===== src/pc_stack_pkg.sv =====
// constants for the program counter and return-address stack block
package pc_stack_pkg;
    localparam int PC_WIDTH     = 15;
    localparam int STACK_DEPTH  = 16;
    localparam int SP_WIDTH     = 5;
    localparam logic [4:0] SP_EMPTY = 5'h1F;

    // register indexes; every register is one word, its byte address is four times the index
    localparam logic [11:0] IDX_STATUS_COPY   = 12'hFE4;
    localparam logic [11:0] IDX_WORKING_COPY  = 12'hFE5;
    localparam logic [11:0] IDX_BANK_COPY     = 12'hFE6;
    localparam logic [11:0] IDX_LATCH_COPY    = 12'hFE7;
    localparam logic [11:0] IDX_PTR0L_COPY    = 12'hFE8;
    localparam logic [11:0] IDX_PTR0H_COPY    = 12'hFE9;
    localparam logic [11:0] IDX_PTR1L_COPY    = 12'hFEA;
    localparam logic [11:0] IDX_PTR1H_COPY    = 12'hFEB;
    localparam logic [11:0] IDX_STACK_INDEX   = 12'hFED;
    localparam logic [11:0] IDX_STACK_TOP_LO  = 12'hFEE;
    localparam logic [11:0] IDX_STACK_TOP_HI  = 12'hFEF;

    // byte addresses over the register bus
    localparam logic [13:0] ADDR_STATUS_COPY  = {IDX_STATUS_COPY, 2'h0};
    localparam logic [13:0] ADDR_WORKING_COPY = {IDX_WORKING_COPY, 2'h0};
    localparam logic [13:0] ADDR_BANK_COPY    = {IDX_BANK_COPY, 2'h0};
    localparam logic [13:0] ADDR_LATCH_COPY   = {IDX_LATCH_COPY, 2'h0};
    localparam logic [13:0] ADDR_PTR0L_COPY   = {IDX_PTR0L_COPY, 2'h0};
    localparam logic [13:0] ADDR_PTR0H_COPY   = {IDX_PTR0H_COPY, 2'h0};
    localparam logic [13:0] ADDR_PTR1L_COPY   = {IDX_PTR1L_COPY, 2'h0};
    localparam logic [13:0] ADDR_PTR1H_COPY   = {IDX_PTR1H_COPY, 2'h0};
    localparam logic [13:0] ADDR_STACK_INDEX  = {IDX_STACK_INDEX, 2'h0};
    localparam logic [13:0] ADDR_STACK_TOP_LO = {IDX_STACK_TOP_LO, 2'h0};
    localparam logic [13:0] ADDR_STACK_TOP_HI = {IDX_STACK_TOP_HI, 2'h0};
    localparam logic [13:0] ADDR_PC_LOW       = 14'h0F00;
    localparam logic [13:0] ADDR_PC_LATCH     = 14'h0F04;
    localparam logic [13:0] ADDR_CONFIG       = 14'h0F08;
    localparam logic [13:0] ADDR_IRQ_STATUS   = 14'h0F0C;
    localparam logic [13:0] ADDR_IRQ_MASK     = 14'h0F10;
    localparam logic [13:0] ADDR_PC_FULL      = 14'h0F14;

    // config register bit: stack error reset option
    localparam int CFG_STACK_RESET_BIT = 9;
    // status bit positions
    localparam int ST_OVERFLOW  = 0;
    localparam int ST_UNDERFLOW = 1;

    localparam logic [31:0] CONFIG_RESET = 32'h0000_0000;

    // core operations
    typedef enum logic [3:0] {
        OP_NONE        = 4'h0,
        OP_INCREMENT   = 4'h1,
        OP_WRITE_LOW   = 4'h2,
        OP_CALL        = 4'h3,
        OP_CALL_IND    = 4'h4,
        OP_BRANCH_REG  = 4'h5,
        OP_BRANCH_IMM  = 4'h6,
        OP_RETURN      = 4'h7,
        OP_IRQ_VECTOR  = 4'h8,
        OP_GOTO        = 4'h9
    } op_type;
endpackage : pc_stack_pkg


===== src/pc_stack.sv =====
// program counter loading and 16-entry return-address stack with apb registers
`timescale 1ns/100ps
`default_nettype none

// Behaviour
// RULE_01 - 15-bit pc; low byte readable and writable, upper seven come from latch.
// RULE_02 - every reset clears the whole program counter to zero.
// RULE_03 - writing the pc low byte loads pc upper bits from latch together.
// RULE_04 - direct call: operand gives low byte and bits 10:8, latch gives 14:11.
// RULE_05 - indirect call: working register gives low byte, latch gives upper bits.
// RULE_06 - register branch loads pc plus one plus unsigned working register.
// RULE_07 - immediate branch loads pc plus one plus sign-extended operand, any page.
// RULE_08 - sixteen entry, fifteen bit stack outside program and data spaces.
// RULE_09 - calls and interrupt vectoring push pc; all returns pop it.
// RULE_10 - push and pop never change the high-byte latch.
// RULE_11 - with reset option clear the stack wraps circularly over sixteen entries.
// RULE_12 - overflow and underflow flags set whether or not reset option is on.
// RULE_13 - top-of-stack pair reads and writes the entry the pointer selects.
// RULE_14 - five-bit pointer resets to 1F as empty; first push gives 00.
// RULE_15 - push increments pointer then writes; pop reads then decrements pointer.
// RULE_16 - with reset option set, overflow or underflow requests a device reset.
// RULE_17 - stack error reset option is a single bit at position nine.
// RULE_18 - seven-bit writable latch only reaches pc on a loading event.
module pc_stack (
    input  wire logic        ref_clk_i,
    input  wire logic        reset_i,
    input  wire logic        psel_i,
    input  wire logic        penable_i,
    input  wire logic        pwrite_i,
    input  wire logic [13:0] paddr_i,
    input  wire logic [31:0] pwdata_i,
    output logic      [31:0] prdata_o,
    output logic             pready_o,
    output logic             pslverr_o,
    input  wire logic        op_valid_i,
    input  wire logic [3:0]  op_i,
    input  wire logic [10:0] operand_i,
    input  wire logic [7:0]  working_i,
    input  wire logic [7:0]  pc_low_data_i,
    output logic      [14:0] pc_o,
    output logic             stack_reset_req_o,
    output logic             irq_o
);
    logic [14:0] pc_q;
    logic [6:0]  pc_high_latch_q;
    logic [4:0]  sp_q;
    logic [14:0] stack_q [pc_stack_pkg::STACK_DEPTH];
    logic [7:0]  copy_q [8];
    logic [31:0] config_q;
    logic [1:0]  status_q;
    logic [1:0]  mask_q;
    logic [31:0] prdata_q;
    logic        pready_q;
    logic        pslverr_q;
    logic        stack_reset_q;
    logic        irq_q;

    logic        wr_en;
    logic        rd_en;
    logic        mapped;
    logic        is_push;
    logic        is_pop;
    logic        overflow;
    logic        underflow;
    logic        opt_reset;
    logic [4:0]  sp_push;
    logic [3:0]  top_idx;
    logic [14:0] pc_next1;
    logic [14:0] branch_imm;
    logic [14:0] top_entry;
    logic [2:0]  copy_idx;

    // one wait state; read data is registered ahead, writes commit on the ready edge
    assign wr_en = psel_i && penable_i && pready_q && pwrite_i;
    assign rd_en = psel_i && penable_i && !pready_q && !pwrite_i;

    assign opt_reset = config_q[pc_stack_pkg::CFG_STACK_RESET_BIT]; // see RULE_17
    assign is_push = op_valid_i && (op_i == pc_stack_pkg::OP_CALL
                     || op_i == pc_stack_pkg::OP_CALL_IND
                     || op_i == pc_stack_pkg::OP_IRQ_VECTOR); // see RULE_09
    assign is_pop = op_valid_i && op_i == pc_stack_pkg::OP_RETURN; // see RULE_09
    assign sp_push = (sp_q == pc_stack_pkg::SP_EMPTY) ? 5'h00 : sp_q + 5'h01; // see RULE_14
    assign overflow = is_push && sp_q == 5'h0F; // see RULE_12
    assign underflow = is_pop && sp_q == pc_stack_pkg::SP_EMPTY; // see RULE_12
    assign top_idx = sp_q[3:0];
    assign top_entry = stack_q[top_idx]; // see RULE_13
    assign copy_idx = 3'(paddr_i[13:2] - pc_stack_pkg::IDX_STATUS_COPY);
    assign pc_next1 = pc_q + 15'h0001;
    assign branch_imm = pc_next1 + {{4{operand_i[10]}}, operand_i}; // see RULE_07

    always_comb begin
        mapped = 1'b1;
        unique case (paddr_i)
            pc_stack_pkg::ADDR_STATUS_COPY, pc_stack_pkg::ADDR_WORKING_COPY,
            pc_stack_pkg::ADDR_BANK_COPY, pc_stack_pkg::ADDR_LATCH_COPY,
            pc_stack_pkg::ADDR_PTR0L_COPY, pc_stack_pkg::ADDR_PTR0H_COPY,
            pc_stack_pkg::ADDR_PTR1L_COPY, pc_stack_pkg::ADDR_PTR1H_COPY,
            pc_stack_pkg::ADDR_STACK_INDEX, pc_stack_pkg::ADDR_STACK_TOP_LO,
            pc_stack_pkg::ADDR_STACK_TOP_HI, pc_stack_pkg::ADDR_PC_LOW,
            pc_stack_pkg::ADDR_PC_LATCH, pc_stack_pkg::ADDR_CONFIG,
            pc_stack_pkg::ADDR_IRQ_STATUS, pc_stack_pkg::ADDR_IRQ_MASK,
            pc_stack_pkg::ADDR_PC_FULL: mapped = 1'b1;
            default: mapped = 1'b0;
        endcase
    end

    // program counter
    always_ff @(posedge ref_clk_i) begin
        if (reset_i) begin
            pc_q <= 15'h0000; // see RULE_02
        end else if (wr_en && paddr_i == pc_stack_pkg::ADDR_PC_LOW) begin
            pc_q <= {pc_high_latch_q, pwdata_i[7:0]}; // see RULE_03
        end else if (op_valid_i) begin
            unique case (op_i)
                pc_stack_pkg::OP_INCREMENT: pc_q <= pc_next1;
                pc_stack_pkg::OP_WRITE_LOW: pc_q <= {pc_high_latch_q, pc_low_data_i}; // see RULE_03
                pc_stack_pkg::OP_GOTO,
                pc_stack_pkg::OP_CALL: pc_q <= {pc_high_latch_q[6:3], operand_i}; // see RULE_04
                pc_stack_pkg::OP_CALL_IND: pc_q <= {pc_high_latch_q, working_i}; // see RULE_05
                pc_stack_pkg::OP_BRANCH_REG: pc_q <= pc_next1 + {7'h00, working_i}; // see RULE_06
                pc_stack_pkg::OP_BRANCH_IMM: pc_q <= branch_imm; // see RULE_07
                pc_stack_pkg::OP_RETURN: pc_q <= top_entry; // see RULE_15
                pc_stack_pkg::OP_IRQ_VECTOR: pc_q <= {4'h0, operand_i};
                default: pc_q <= pc_q;
            endcase
        end
    end

    // high-byte latch, written only by software; stack traffic leaves it alone
    always_ff @(posedge ref_clk_i) begin
        if (reset_i) begin
            pc_high_latch_q <= 7'h00;
        end else if (wr_en && paddr_i == pc_stack_pkg::ADDR_PC_LATCH) begin
            pc_high_latch_q <= pwdata_i[6:0]; // see RULE_18 see RULE_10
        end
    end

    // stack pointer
    always_ff @(posedge ref_clk_i) begin
        if (reset_i) begin
            sp_q <= pc_stack_pkg::SP_EMPTY; // see RULE_14
        end else if (is_push) begin
            sp_q <= (sp_q == 5'h0F) ? 5'h10 : sp_push; // see RULE_15
        end else if (is_pop) begin
            sp_q <= sp_q - 5'h01; // see RULE_15
        end else if (wr_en && paddr_i == pc_stack_pkg::ADDR_STACK_INDEX) begin
            sp_q <= pwdata_i[4:0];
        end
    end

    // stack storage, circular over the low four pointer bits
    genvar gi;
    generate
        for (gi = 0; gi < pc_stack_pkg::STACK_DEPTH; gi++) begin : g_entry
            always_ff @(posedge ref_clk_i) begin
                if (is_push && sp_push[3:0] == 4'(gi)) begin
                    stack_q[gi] <= pc_next1; // see RULE_08 see RULE_11 see RULE_15
                end else if (wr_en && top_idx == 4'(gi)
                             && paddr_i == pc_stack_pkg::ADDR_STACK_TOP_LO) begin
                    stack_q[gi] <= {stack_q[gi][14:8], pwdata_i[7:0]}; // see RULE_13
                end else if (wr_en && top_idx == 4'(gi)
                             && paddr_i == pc_stack_pkg::ADDR_STACK_TOP_HI) begin
                    stack_q[gi] <= {pwdata_i[6:0], stack_q[gi][7:0]}; // see RULE_13
                end
            end
        end
    endgenerate

    // shadow copies: plain storage
    generate
        for (gi = 0; gi < 8; gi++) begin : g_copy
            always_ff @(posedge ref_clk_i) begin
                if (reset_i) begin
                    copy_q[gi] <= 8'h00;
                end else if (wr_en && paddr_i == pc_stack_pkg::ADDR_STATUS_COPY + 14'(gi * 4)) begin
                    copy_q[gi] <= pwdata_i[7:0];
                end
            end
        end
    endgenerate

    always_ff @(posedge ref_clk_i) begin
        if (reset_i) begin
            config_q <= pc_stack_pkg::CONFIG_RESET;
            mask_q   <= 2'b00;
        end else if (wr_en && paddr_i == pc_stack_pkg::ADDR_CONFIG) begin
            config_q <= pwdata_i;
        end else if (wr_en && paddr_i == pc_stack_pkg::ADDR_IRQ_MASK) begin
            mask_q <= pwdata_i[1:0];
        end
    end

    // sticky flags: hardware set wins over write-one-to-clear
    always_ff @(posedge ref_clk_i) begin
        if (reset_i) begin
            status_q <= 2'b00;
        end else begin
            status_q <= (status_q & ~((wr_en && paddr_i == pc_stack_pkg::ADDR_IRQ_STATUS)
                         ? pwdata_i[1:0] : 2'b00)) | {underflow, overflow}; // see RULE_12
        end
    end

    always_ff @(posedge ref_clk_i) begin
        if (reset_i) begin
            stack_reset_q <= 1'b0;
            irq_q         <= 1'b0;
        end else begin
            stack_reset_q <= opt_reset && (overflow || underflow); // see RULE_16
            irq_q         <= |(status_q & mask_q);
        end
    end

    // apb read and handshake
    always_ff @(posedge ref_clk_i) begin
        if (reset_i) begin
            prdata_q  <= 32'h0000_0000;
            pready_q  <= 1'b0;
            pslverr_q <= 1'b0;
        end else begin
            pready_q  <= psel_i && penable_i && !pready_q;
            pslverr_q <= psel_i && penable_i && !pready_q && !mapped;
            if (rd_en) begin
                unique case (paddr_i)
                    pc_stack_pkg::ADDR_STACK_INDEX:  prdata_q <= {27'h0, sp_q};
                    pc_stack_pkg::ADDR_STACK_TOP_LO: prdata_q <= {24'h0, top_entry[7:0]};
                    pc_stack_pkg::ADDR_STACK_TOP_HI: prdata_q <= {25'h0, top_entry[14:8]};
                    pc_stack_pkg::ADDR_PC_LOW:       prdata_q <= {24'h0, pc_q[7:0]}; // see RULE_01
                    pc_stack_pkg::ADDR_PC_LATCH:     prdata_q <= {25'h0, pc_high_latch_q};
                    pc_stack_pkg::ADDR_CONFIG:       prdata_q <= config_q;
                    pc_stack_pkg::ADDR_IRQ_STATUS:   prdata_q <= {30'h0, status_q};
                    pc_stack_pkg::ADDR_IRQ_MASK:     prdata_q <= {30'h0, mask_q};
                    pc_stack_pkg::ADDR_PC_FULL:      prdata_q <= {17'h0, pc_q};
                    default: begin
                        if (paddr_i >= pc_stack_pkg::ADDR_STATUS_COPY
                            && paddr_i <= pc_stack_pkg::ADDR_PTR1H_COPY
                            && paddr_i[1:0] == 2'h0) begin
                            prdata_q <= {24'h0, copy_q[copy_idx]};
                        end else begin
                            prdata_q <= 32'h0000_0000;
                        end
                    end
                endcase
            end
        end
    end

    assign prdata_o          = prdata_q;
    assign pready_o          = pready_q;
    assign pslverr_o         = pslverr_q;
    assign pc_o              = pc_q;
    assign stack_reset_req_o = stack_reset_q;
    assign irq_o             = irq_q;
endmodule : pc_stack

`default_nettype wire


===== config.mk =====
export PLATFORM = sky130hd
export DESIGN_NAME = pc_stack
export DESIGN_NICKNAME = d
export VERILOG_FILES = /design/src/pc_stack_pkg.sv /design/src/pc_stack.sv
export SDC_FILE = /design/constraint.sdc
export NUM_CORES = 1
export LEC_CHECK = 0
export BUFFER_PORTS_ARGS = -buffer_cell sky130_fd_sc_hd__buf_2
export CORE_ASPECT_RATIO = 1.25
export CORE_UTILIZATION = 49
export CTS_CLUSTER_SIZE = 25
export DETAILED_ROUTE_END_ITERATION = 8
export GPL_TIMING_DRIVEN = 0
export PLACE_DENSITY = 0.65
export SLEW_MARGIN = 20
export SYNTH_ARGS = -nofsm -noshare
export SYNTH_HDL_FRONTEND = slang
export SYNTH_SLANG_ARGS = --single-unit

===== constraint.sdc =====
create_clock -name ref_clk_i -period 10.72 [get_ports ref_clk_i]
set_clock_uncertainty 0.05 [all_clocks]
set_input_delay 2.144 -clock ref_clk_i [delete_from_list [all_inputs] [get_ports ref_clk_i]]
set_output_delay 2.144 -clock ref_clk_i [all_outputs]
set_load 0.1 [all_outputs]

==> results.py, run 1 <==
metrics = {
    "worst_hold_path": {
        "hold_depth": 2,
        "hold_class": "reg2reg",
    },
    "route": {
        "vias_per_cell": 6.56,
        "dr_total_vias": 19100,
        "drtIter0Drc": 2313,
        "drt_wl_total_um": 80100,
        "wl_per_cell_um": 27.5,
        "drc_errors": 0,
        "drtAntennaViolNets": 0,
        "first_pass_iters": 7,
    },
    "placed_design": {
        "dp_hpwl_um": 61200,
        "placed_cell_area_sq_mm": 0.0234,
        "gp_congestion": 1.02,
        "port_buffers": 122,
    },
    "logic_synthesis": {
        "syn_nets": 2247,
        "postSynthCellCount": 2139,
        "async_flop_share_pct": 0,
        "synth_seq_area_share_pct": 50.7,
        "postSynthAreaPerCell_sq_um": 10.3,
        "synth_top_flop_cell": "edfxtp_1",
        "synth_area_sq_mm": 0.0221,
        "yosysTopAreaCell": "edfxtp_1",
        "synth_enable_flop_cells": 304,
        "yosysWarnings": 0,
        "ys_ff_latch": 407,
        "synth_cell_type_count": 84,
        "yosys.area.top_type_share_pct": 41.4,
        "synthTopCellsByArea": "edfxtp_1 41%, dfxtp_1 9.3%, mux4_2 9.0%, a21oi_1 6.8%, nor2_1 4.9%",
    },
    "sta": {
        "final.min_clock_period_ns": 5.86,
        "final_max_slew_viol_count": 0,
        "worst_pin_slew_ns": 1.17,
        "rsz0062_at_grt": "no",
        "hold_viol": 0,
        "post-route-period-util_pct": 54.6,
        "setup_viol_count_final": 0,
        "max_freq_mhz": 171,
        "tns_ns": 0,
        "maxSlewHeadroom_pct": 21.9,
    },
    "setup_path": {
        "worstPathMaxFanout": 10,
        "cp-start-kind": "primary input",
        "cp.arrival_ns": 6.28,
        "critical_path_class": "in2reg",
        "worstSetupEndpointType": "flop",
        "required_ns": 11.15,
        "reg2reg_depth": 14,
    },
    "clocking": {
        "cts_made_buffers": 41,
        "cts_tree": "built",
        "htreeDepth": 2,
        "clk_pin_slew_worst_paths_ns": 0.06,
        "clock_sinks": 407,
        "hold_buffers": 0,
        "cts_setup_buffers": 0,
        "cts_resized": 0,
        "root_buffer": "clkbuf_16",
        "clockBufferDepth": 3,
        "clock_latency_ns": 0.58,
    },
    "power_and_ir_drop": {
        "leakagePower_nw": 8.72,
        "powerDensity_mw_per_mm2": 142,
        "p_total_mw": 3.51,
        "peakVddDrop_mv": 0.106,
    },
    "global_route": {
        "grt_max_degree": 14,
        "grtUsageMet1_pct": 42.5,
        "grtUsageMet3_pct": 4.40,
        "antenna_found_initial": 0,
        "grt_pass1_wl_um": 118000,
        "track_usage_pct": 35.0,
        "grtUsageMet2_pct": 60.2,
        "busiest_layer": "met2",
        "grt_overflow": 0,
        "first_global_vias": 18600,
    },
    "floorplan": {
        "top_level_ports": 134,
        "dieArea_sq_mm": 0.0459,
        "die_w_um": 192,
        "core_sq_mm": 0.0442,
        "die_y_um": 239,
        "start_util_pct": 49.9,
        "row_count": 86,
    },
    "layout": {
        "num_antenna_cells": 0,
        "drive_gt1_share_pct": 14.6,
        "syn2layout_area_growth_pct": 11.6,
        "layout.nets": 2416,
        "stdcell_area_sq_mm": 0.0246,
        "fillCellCount": 3926,
    },
    "flow_run": {
        "cap_violations": 0,
    },
    "outcome": {
        "status": "finished, final reports clean",
    },
}
==> per-stage QoR <==
stage | std cells | setup slack, ns | util, % | hold slack [ns]
2_1_floorplan | 2139 | 4.98 | - | 0.375
3_3_place_gp | 2833 | 4.11 | 52.9 | 0.388
3_5_place_dp | 2837 | 4.34 | 53.0 | 0.394
4_1_cts | 2911 | 4.92 | 55.7 | 0.405
5_1_grt | 2911 | 4.64 | 55.7 | 0.423
6_report | 2911 | 4.86 | 55.7 | 0.404
==> cell families (layout without fill, tap and decap cells) <==
logic type | after synthesis | count (layout) | synth area share, %
multiplexers | 135 | 135 | 11.2
adder cells (fa/ha/maj) | 25 | 25 | 1.45
AO/OA/AOI/OAI | 578 | 578 | 15.8
buffers and inverters | 241 | 441 | 4.34
AND/OR/NAND/NOR | 724 | 724 | 15.4
flip-flops | 407 | 407 | 50.7
XOR/XNOR | 29 | 29 | 1.15
==> cell type report <==
| type | instances | area [sq um] | share of cell area [%] |
|---|---|---|---|
| multi-input cells | 1491 | 9940 | 40.3 |
| flip-flops and latches | 407 | 11200 | 45.4 |
| well taps | 572 | 716 | 2.91 |
| clock buffers | 58 | 1100 | 4.46 |
| plain buffers | 203 | 815 | 3.31 |
| inverters | 38 | 143 | 0.579 |
| repair buffers | 126 | 638 | 2.59 |
| clock inverters | 16 | 95.1 | 0.386 |
==> path summary, 6_finish.rpt <==
check	from	endpoint	slack [ns]
min	config_q[14]	prdata_o[14]	0.40
min reg2reg	config_q[14]	prdata_o[14]	0.40
max reg2reg	pc_o[2]	pc_o[14]	5.53
max	op_i[1]	pc_o[14]	4.86
==> Yosys cell counts (all sizes together), types with 12 or more instances <==
| master | instances |
|---|---|
| mux4 | 88 |
| a22oi | 37 |
| dfxtp | 103 |
| nand3 | 49 |
| mux2 | 14 |
| mux2i | 33 |
| nand4 | 26 |
| nor3 | 28 |
| nor4 | 72 |
| nor2 | 288 |
| ha | 24 |
| a21oi | 301 |
| xor2 | 14 |
| buf | 48 |
| inv | 34 |
| nor2b | 12 |
| o2111ai | 22 |
| o21ai | 97 |
| xnor2 | 15 |
| a211oi | 15 |
| and3 | 13 |
| edfxtp | 304 |
| nand2 | 180 |
| clkbuf | 155 |
==> worst max-delay path, cell delays in order <==
cell and delay, ns:
buf_2 0.13, clkbuf_1 0.33, nor2b_1 0.25, nor2b_1 0.21
buf_1 0.45, mux2_2 0.40, ha_1 0.23, fa_1 0.49
a211oi_1 0.30, o21ai_0 0.18, a31o_2 0.28, a221o_1 0.35
o31a_1 0.30, a211oi_1 0.23
==> registers in the layout (all words and copies together), names as in the netlist, named ones only <==
register	count
stack_q	240
copy_q	64
config_q	32
prdata_o	32
pc_o	15
pc_high_latch_q	7
sp_q	5
mask_q	2
status_q	2
irq_o	1
pready_o	1
pslverr_o	1
stack_reset_req_o	1
==> power by group <==
| part | total (mW) | switching, mW | internal [mW] |
|---|---|---|---|
| Sequential | 1.73 | 0.0140 | 1.71 |
| Combinational | 0.431 | 0.302 | 0.129 |
| Clock | 1.35 | 0.628 | 0.720 |
| Total | 3.51 | 0.944 | 2.56 |
==> cells in the final DEF (no fill, tap or decap), types with 15 or more instances in the layout <==
master	count
xnor2_1	15
dfxtp_1	103
clkbuf_16	41
nor2_1	286
nor3_1	24
nand3_1	48
mux4_2	88
ha_1	24
clkbuf_1	171
o21ai_0	62
edfxtp_1	304
buf_1	17
o2111ai_1	21
o21ai_1	35
a211oi_1	15
nand4_1	23
a21oi_1	301
nand2_1	180
inv_1	34
mux2i_1	33
a22oi_1	37
buf_2	150
nor4_1	70
==> routing by layer <==
metal | part of all wire (%) | vias to the layer above
met2 | 49 | 1088
met4 | 6.0 | 0
met5 | 0 | -
met1 | 37 | 9390
met3 | 7.6 | 214
li1 | - | 8414
(Power assumes the default switching activity.)
==> run 2: changes to the inputs <==
--- a/config.mk
+++ b/config.mk
@@ -5,13 +5,14 @@
 export SDC_FILE = /design/constraint.sdc
 export NUM_CORES = 1
 export LEC_CHECK = 0
+export ABC_AREA = 1
 export BUFFER_PORTS_ARGS = -buffer_cell sky130_fd_sc_hd__buf_2
 export CORE_ASPECT_RATIO = 1.25
 export CORE_UTILIZATION = 49
 export CTS_CLUSTER_SIZE = 25
 export DETAILED_ROUTE_END_ITERATION = 8
 export GPL_TIMING_DRIVEN = 0
-export PLACE_DENSITY = 0.65
+export PLACE_DENSITY = 0.68
 export SLEW_MARGIN = 20
 export SYNTH_ARGS = -nofsm -noshare
 export SYNTH_HDL_FRONTEND = slang
==> constraint.sdc (replaced) <==
create_clock -name ref_clk_i -period 5.3 [get_ports ref_clk_i]
set_clock_uncertainty 0.05 [all_clocks]
set_input_delay 1.06 -clock ref_clk_i [delete_from_list [all_inputs] [get_ports ref_clk_i]]
set_output_delay 1.06 -clock ref_clk_i [all_outputs]
set_load 0.1 [all_outputs]
==> results.py, run 2 <==
metrics = {
    "outcome": {
        "status": "finished, final reports clean",
    },
    "placed_design": {
        "dpl_worst_slack_ns": 0.644,
        "port_buffers": 129,
        "gp_congestion": 1.04,
        "dp_hpwl_um": 71100,
    },
    "sta": {
        "rsz0062_at_grt": "no",
        "final_max_slew_viol_count": 0,
        "maxSlewHeadroom_pct": 15.1,
        "finalHoldWorstSlack_ns": 0.412,
        "tns_ns": 0,
        "hold_viol": 0,
        "layout_setup_ws_ns": 0.539,
        "worst_pin_slew_ns": 1.27,
        "post-route-period-util_pct": 89.8,
        "max_freq_mhz": 210,
        "setup_viol_count_final": 0,
        "final.min_clock_period_ns": 4.76,
    },
    "clocking": {
        "htreeDepth": 2,
        "root_buffer": "clkbuf_16",
        "clock_sinks": 407,
        "cts_setup_buffers": 0,
        "cts_tree": "built",
        "clk_pin_slew_worst_paths_ns": 0.06,
        "cts_resized": 0,
        "cts_made_buffers": 43,
        "hold_buffers": 0,
        "clockBufferDepth": 3,
        "clock_latency_ns": 0.60,
    },
    "logic_synthesis": {
        "synth_top_flop_cell": "edfxtp_1",
        "yosys.area.top_type_share_pct": 41.0,
        "ys_ff_latch": 407,
        "synthTopCellsByCount": "741 x nand2_1, 408 x o21ai_0, 332 x nor2_1",
        "synth_cell_type_count": 48,
        "synth_area_sq_mm": 0.0223,
        "yosysTopAreaCell": "edfxtp_1",
        "yosysMostFrequentCell": "nand2_1",
        "postSynthAreaPerCell_sq_um": 7.91,
        "postSynthCellCount": 2816,
        "syn_nets": 2924,
        "synth_enable_flop_cells": 304,
        "synthTopCellsByArea": "edfxtp_1 41%, nand2_1 12%, dfxtp_1 9.3%, o21ai_0 9.2%, nor2_1 5.6%",
        "yosysWarnings": 0,
        "synth_seq_area_share_pct": 50.2,
        "async_flop_share_pct": 0,
    },
    "route": {
        "drtIter0Drc": 2233,
        "drtAntennaViolNets": 0,
        "drc_errors": 0,
        "vias_per_cell": 6.11,
        "dr_total_vias": 22100,
        "first_pass_iters": 8,
        "drt_wl_total_um": 96300,
        "wl_per_cell_um": 26.7,
    },
    "setup_path": {
        "worstSetupStartpoint": "pc_o[0]",
        "cp.arrival_ns": 5.16,
        "r2r_start": "pc_o[0]",
        "required_ns": 5.70,
        "worstPathMaxFanout": 10,
        "worstSetupEndpointType": "flop",
        "cp-start-kind": "flop",
        "critical_path_class": "reg2reg",
    },
    "layout": {
        "layout_common_cells": "741 x nand2_1, 383 x o21ai_0, 332 x nor2_1",
        "largest_register": "stack_q",
        "syn2layout_area_growth_pct": 12.6,
        "final_common_cell": "nand2_1",
        "layout.nets": 3101,
        "reg_top3": "stack_q (240), copy_q (64)",
        "drive_gt1_share_pct": 10.1,
        "largest_reg_flops": 240,
    },
    "floorplan": {
        "start_util_pct": 49.6,
        "core_sq_mm": 0.0450,
        "top_level_ports": 134,
        "die_w_um": 193,
        "die_y_um": 240,
        "row_count": 87,
        "dieArea_sq_mm": 0.0463,
    },
    "global_route": {
        "grt_max_degree": 15,
        "grt_overflow": 0,
        "first_global_vias": 20900,
        "grt_pass1_wl_um": 137000,
        "track_usage_pct": 41.9,
        "antenna_found_initial": 3,
    },
    "power_and_ir_drop": {
        "peakVddDrop_mv": 0.285,
        "powerDensity_mw_per_mm2": 301,
        "p_total_mw": 7.54,
        "leakagePower_nw": 9.76,
    },
    "worst_hold_path": {
        "min_from": "config_q[19]",
        "hold_class": "reg2reg",
    },
    "flow_run": {
        "cap_violations": 0,
    },
}
==> run 2: changes by cell type after synthesis, sizes merged, moves of 35 or more <==
cell / before / now
a21oi: 301 / 111
clkbuf: 155 / 120
inv: 34 / 193
mux4: 88 / 0
nand2: 180 / 747
nand3: 49 / 189
nor2: 288 / 336
nor4: 72 / 6
o21ai: 97 / 427
==> run 2: kinds of logic after synthesis <==
logic type	synth area share, %
xor gates and xnor gates	0.393
AOI/OAI and AO/OA	15.1
adders and majority gates	1.44
DFF	50.2
and+or+nand+nor	25.9
buffers and inverters	6.92
==> run 2: report_power, final <==
group / leakage [nW] / switching (mW) / internal (mW)
clock: 0.651 / 1.36 / 1.63
combinational: 5.48 / 0.809 / 0.240
sequential: 3.63 / 0.0328 / 3.46
total: 9.76 / 2.20 / 5.34
==> run 2: final cells by class <==
type | instances | area (sq um)
Antenna cell | 5 | 12.5
Sequential cell | 407 | 11200
Fill cell | 4341 | 19900
Clock buffer | 60 | 1190
Inverter | 203 | 762
Tap cell | 578 | 723
Timing Repair Buffer | 132 | 672
Buffer | 180 | 782
Clock inverter | 18 | 148
Multi-Input combinational cell | 2026 | 9600
==> run 2: worst paths after layout <==
check	endpoint	slack, ns	cells past startpoint
hold / removal	prdata_o[19]	0.41	2
setup / recovery	pc_o[9]	0.54	14
hold reg to reg	prdata_o[19]	0.41	2
setup reg to reg	pc_o[9]	0.54	14
==> run 2: per-stage QoR <==
step | instance area [sq um] | utilization (%) | std cells
6_report | 25100 | 55.8 | 3609
5_1_grt | 25100 | 55.8 | 3604
4_1_cts | 25100 | 55.7 | 3604
3_5_place_dp | 23700 | 52.8 | 3526
3_3_place_gp | 23600 | 52.6 | 3523
2_1_floorplan | 22300 | - | 2816
==> run 2: critical path, cell delays in order, from the launching register on <==
cell and delay (ns):
dfxtp_1 0.63, ha_1 0.27, inv_1 0.05, nor2_1 0.24
nand2_1 0.14, xor2_2 0.64, clkbuf_1 0.84, ha_1 0.43
a21oi_1 0.20, o21ai_0 0.16, o21bai_1 0.21, nor2_1 0.11
o21ai_0 0.12, nor2_1 0.45, nor2_1 0.08
==> run 2: per-layer routing <==
layer  global-route usage (%)  wire (um)  up-vias
met5                        0          0        -
met4                     35.1       9210        0
met3                     9.97       9860      419
met2                     68.4      44900     1438
met1                     45.8      32300    10300
li1                         -          -     9891
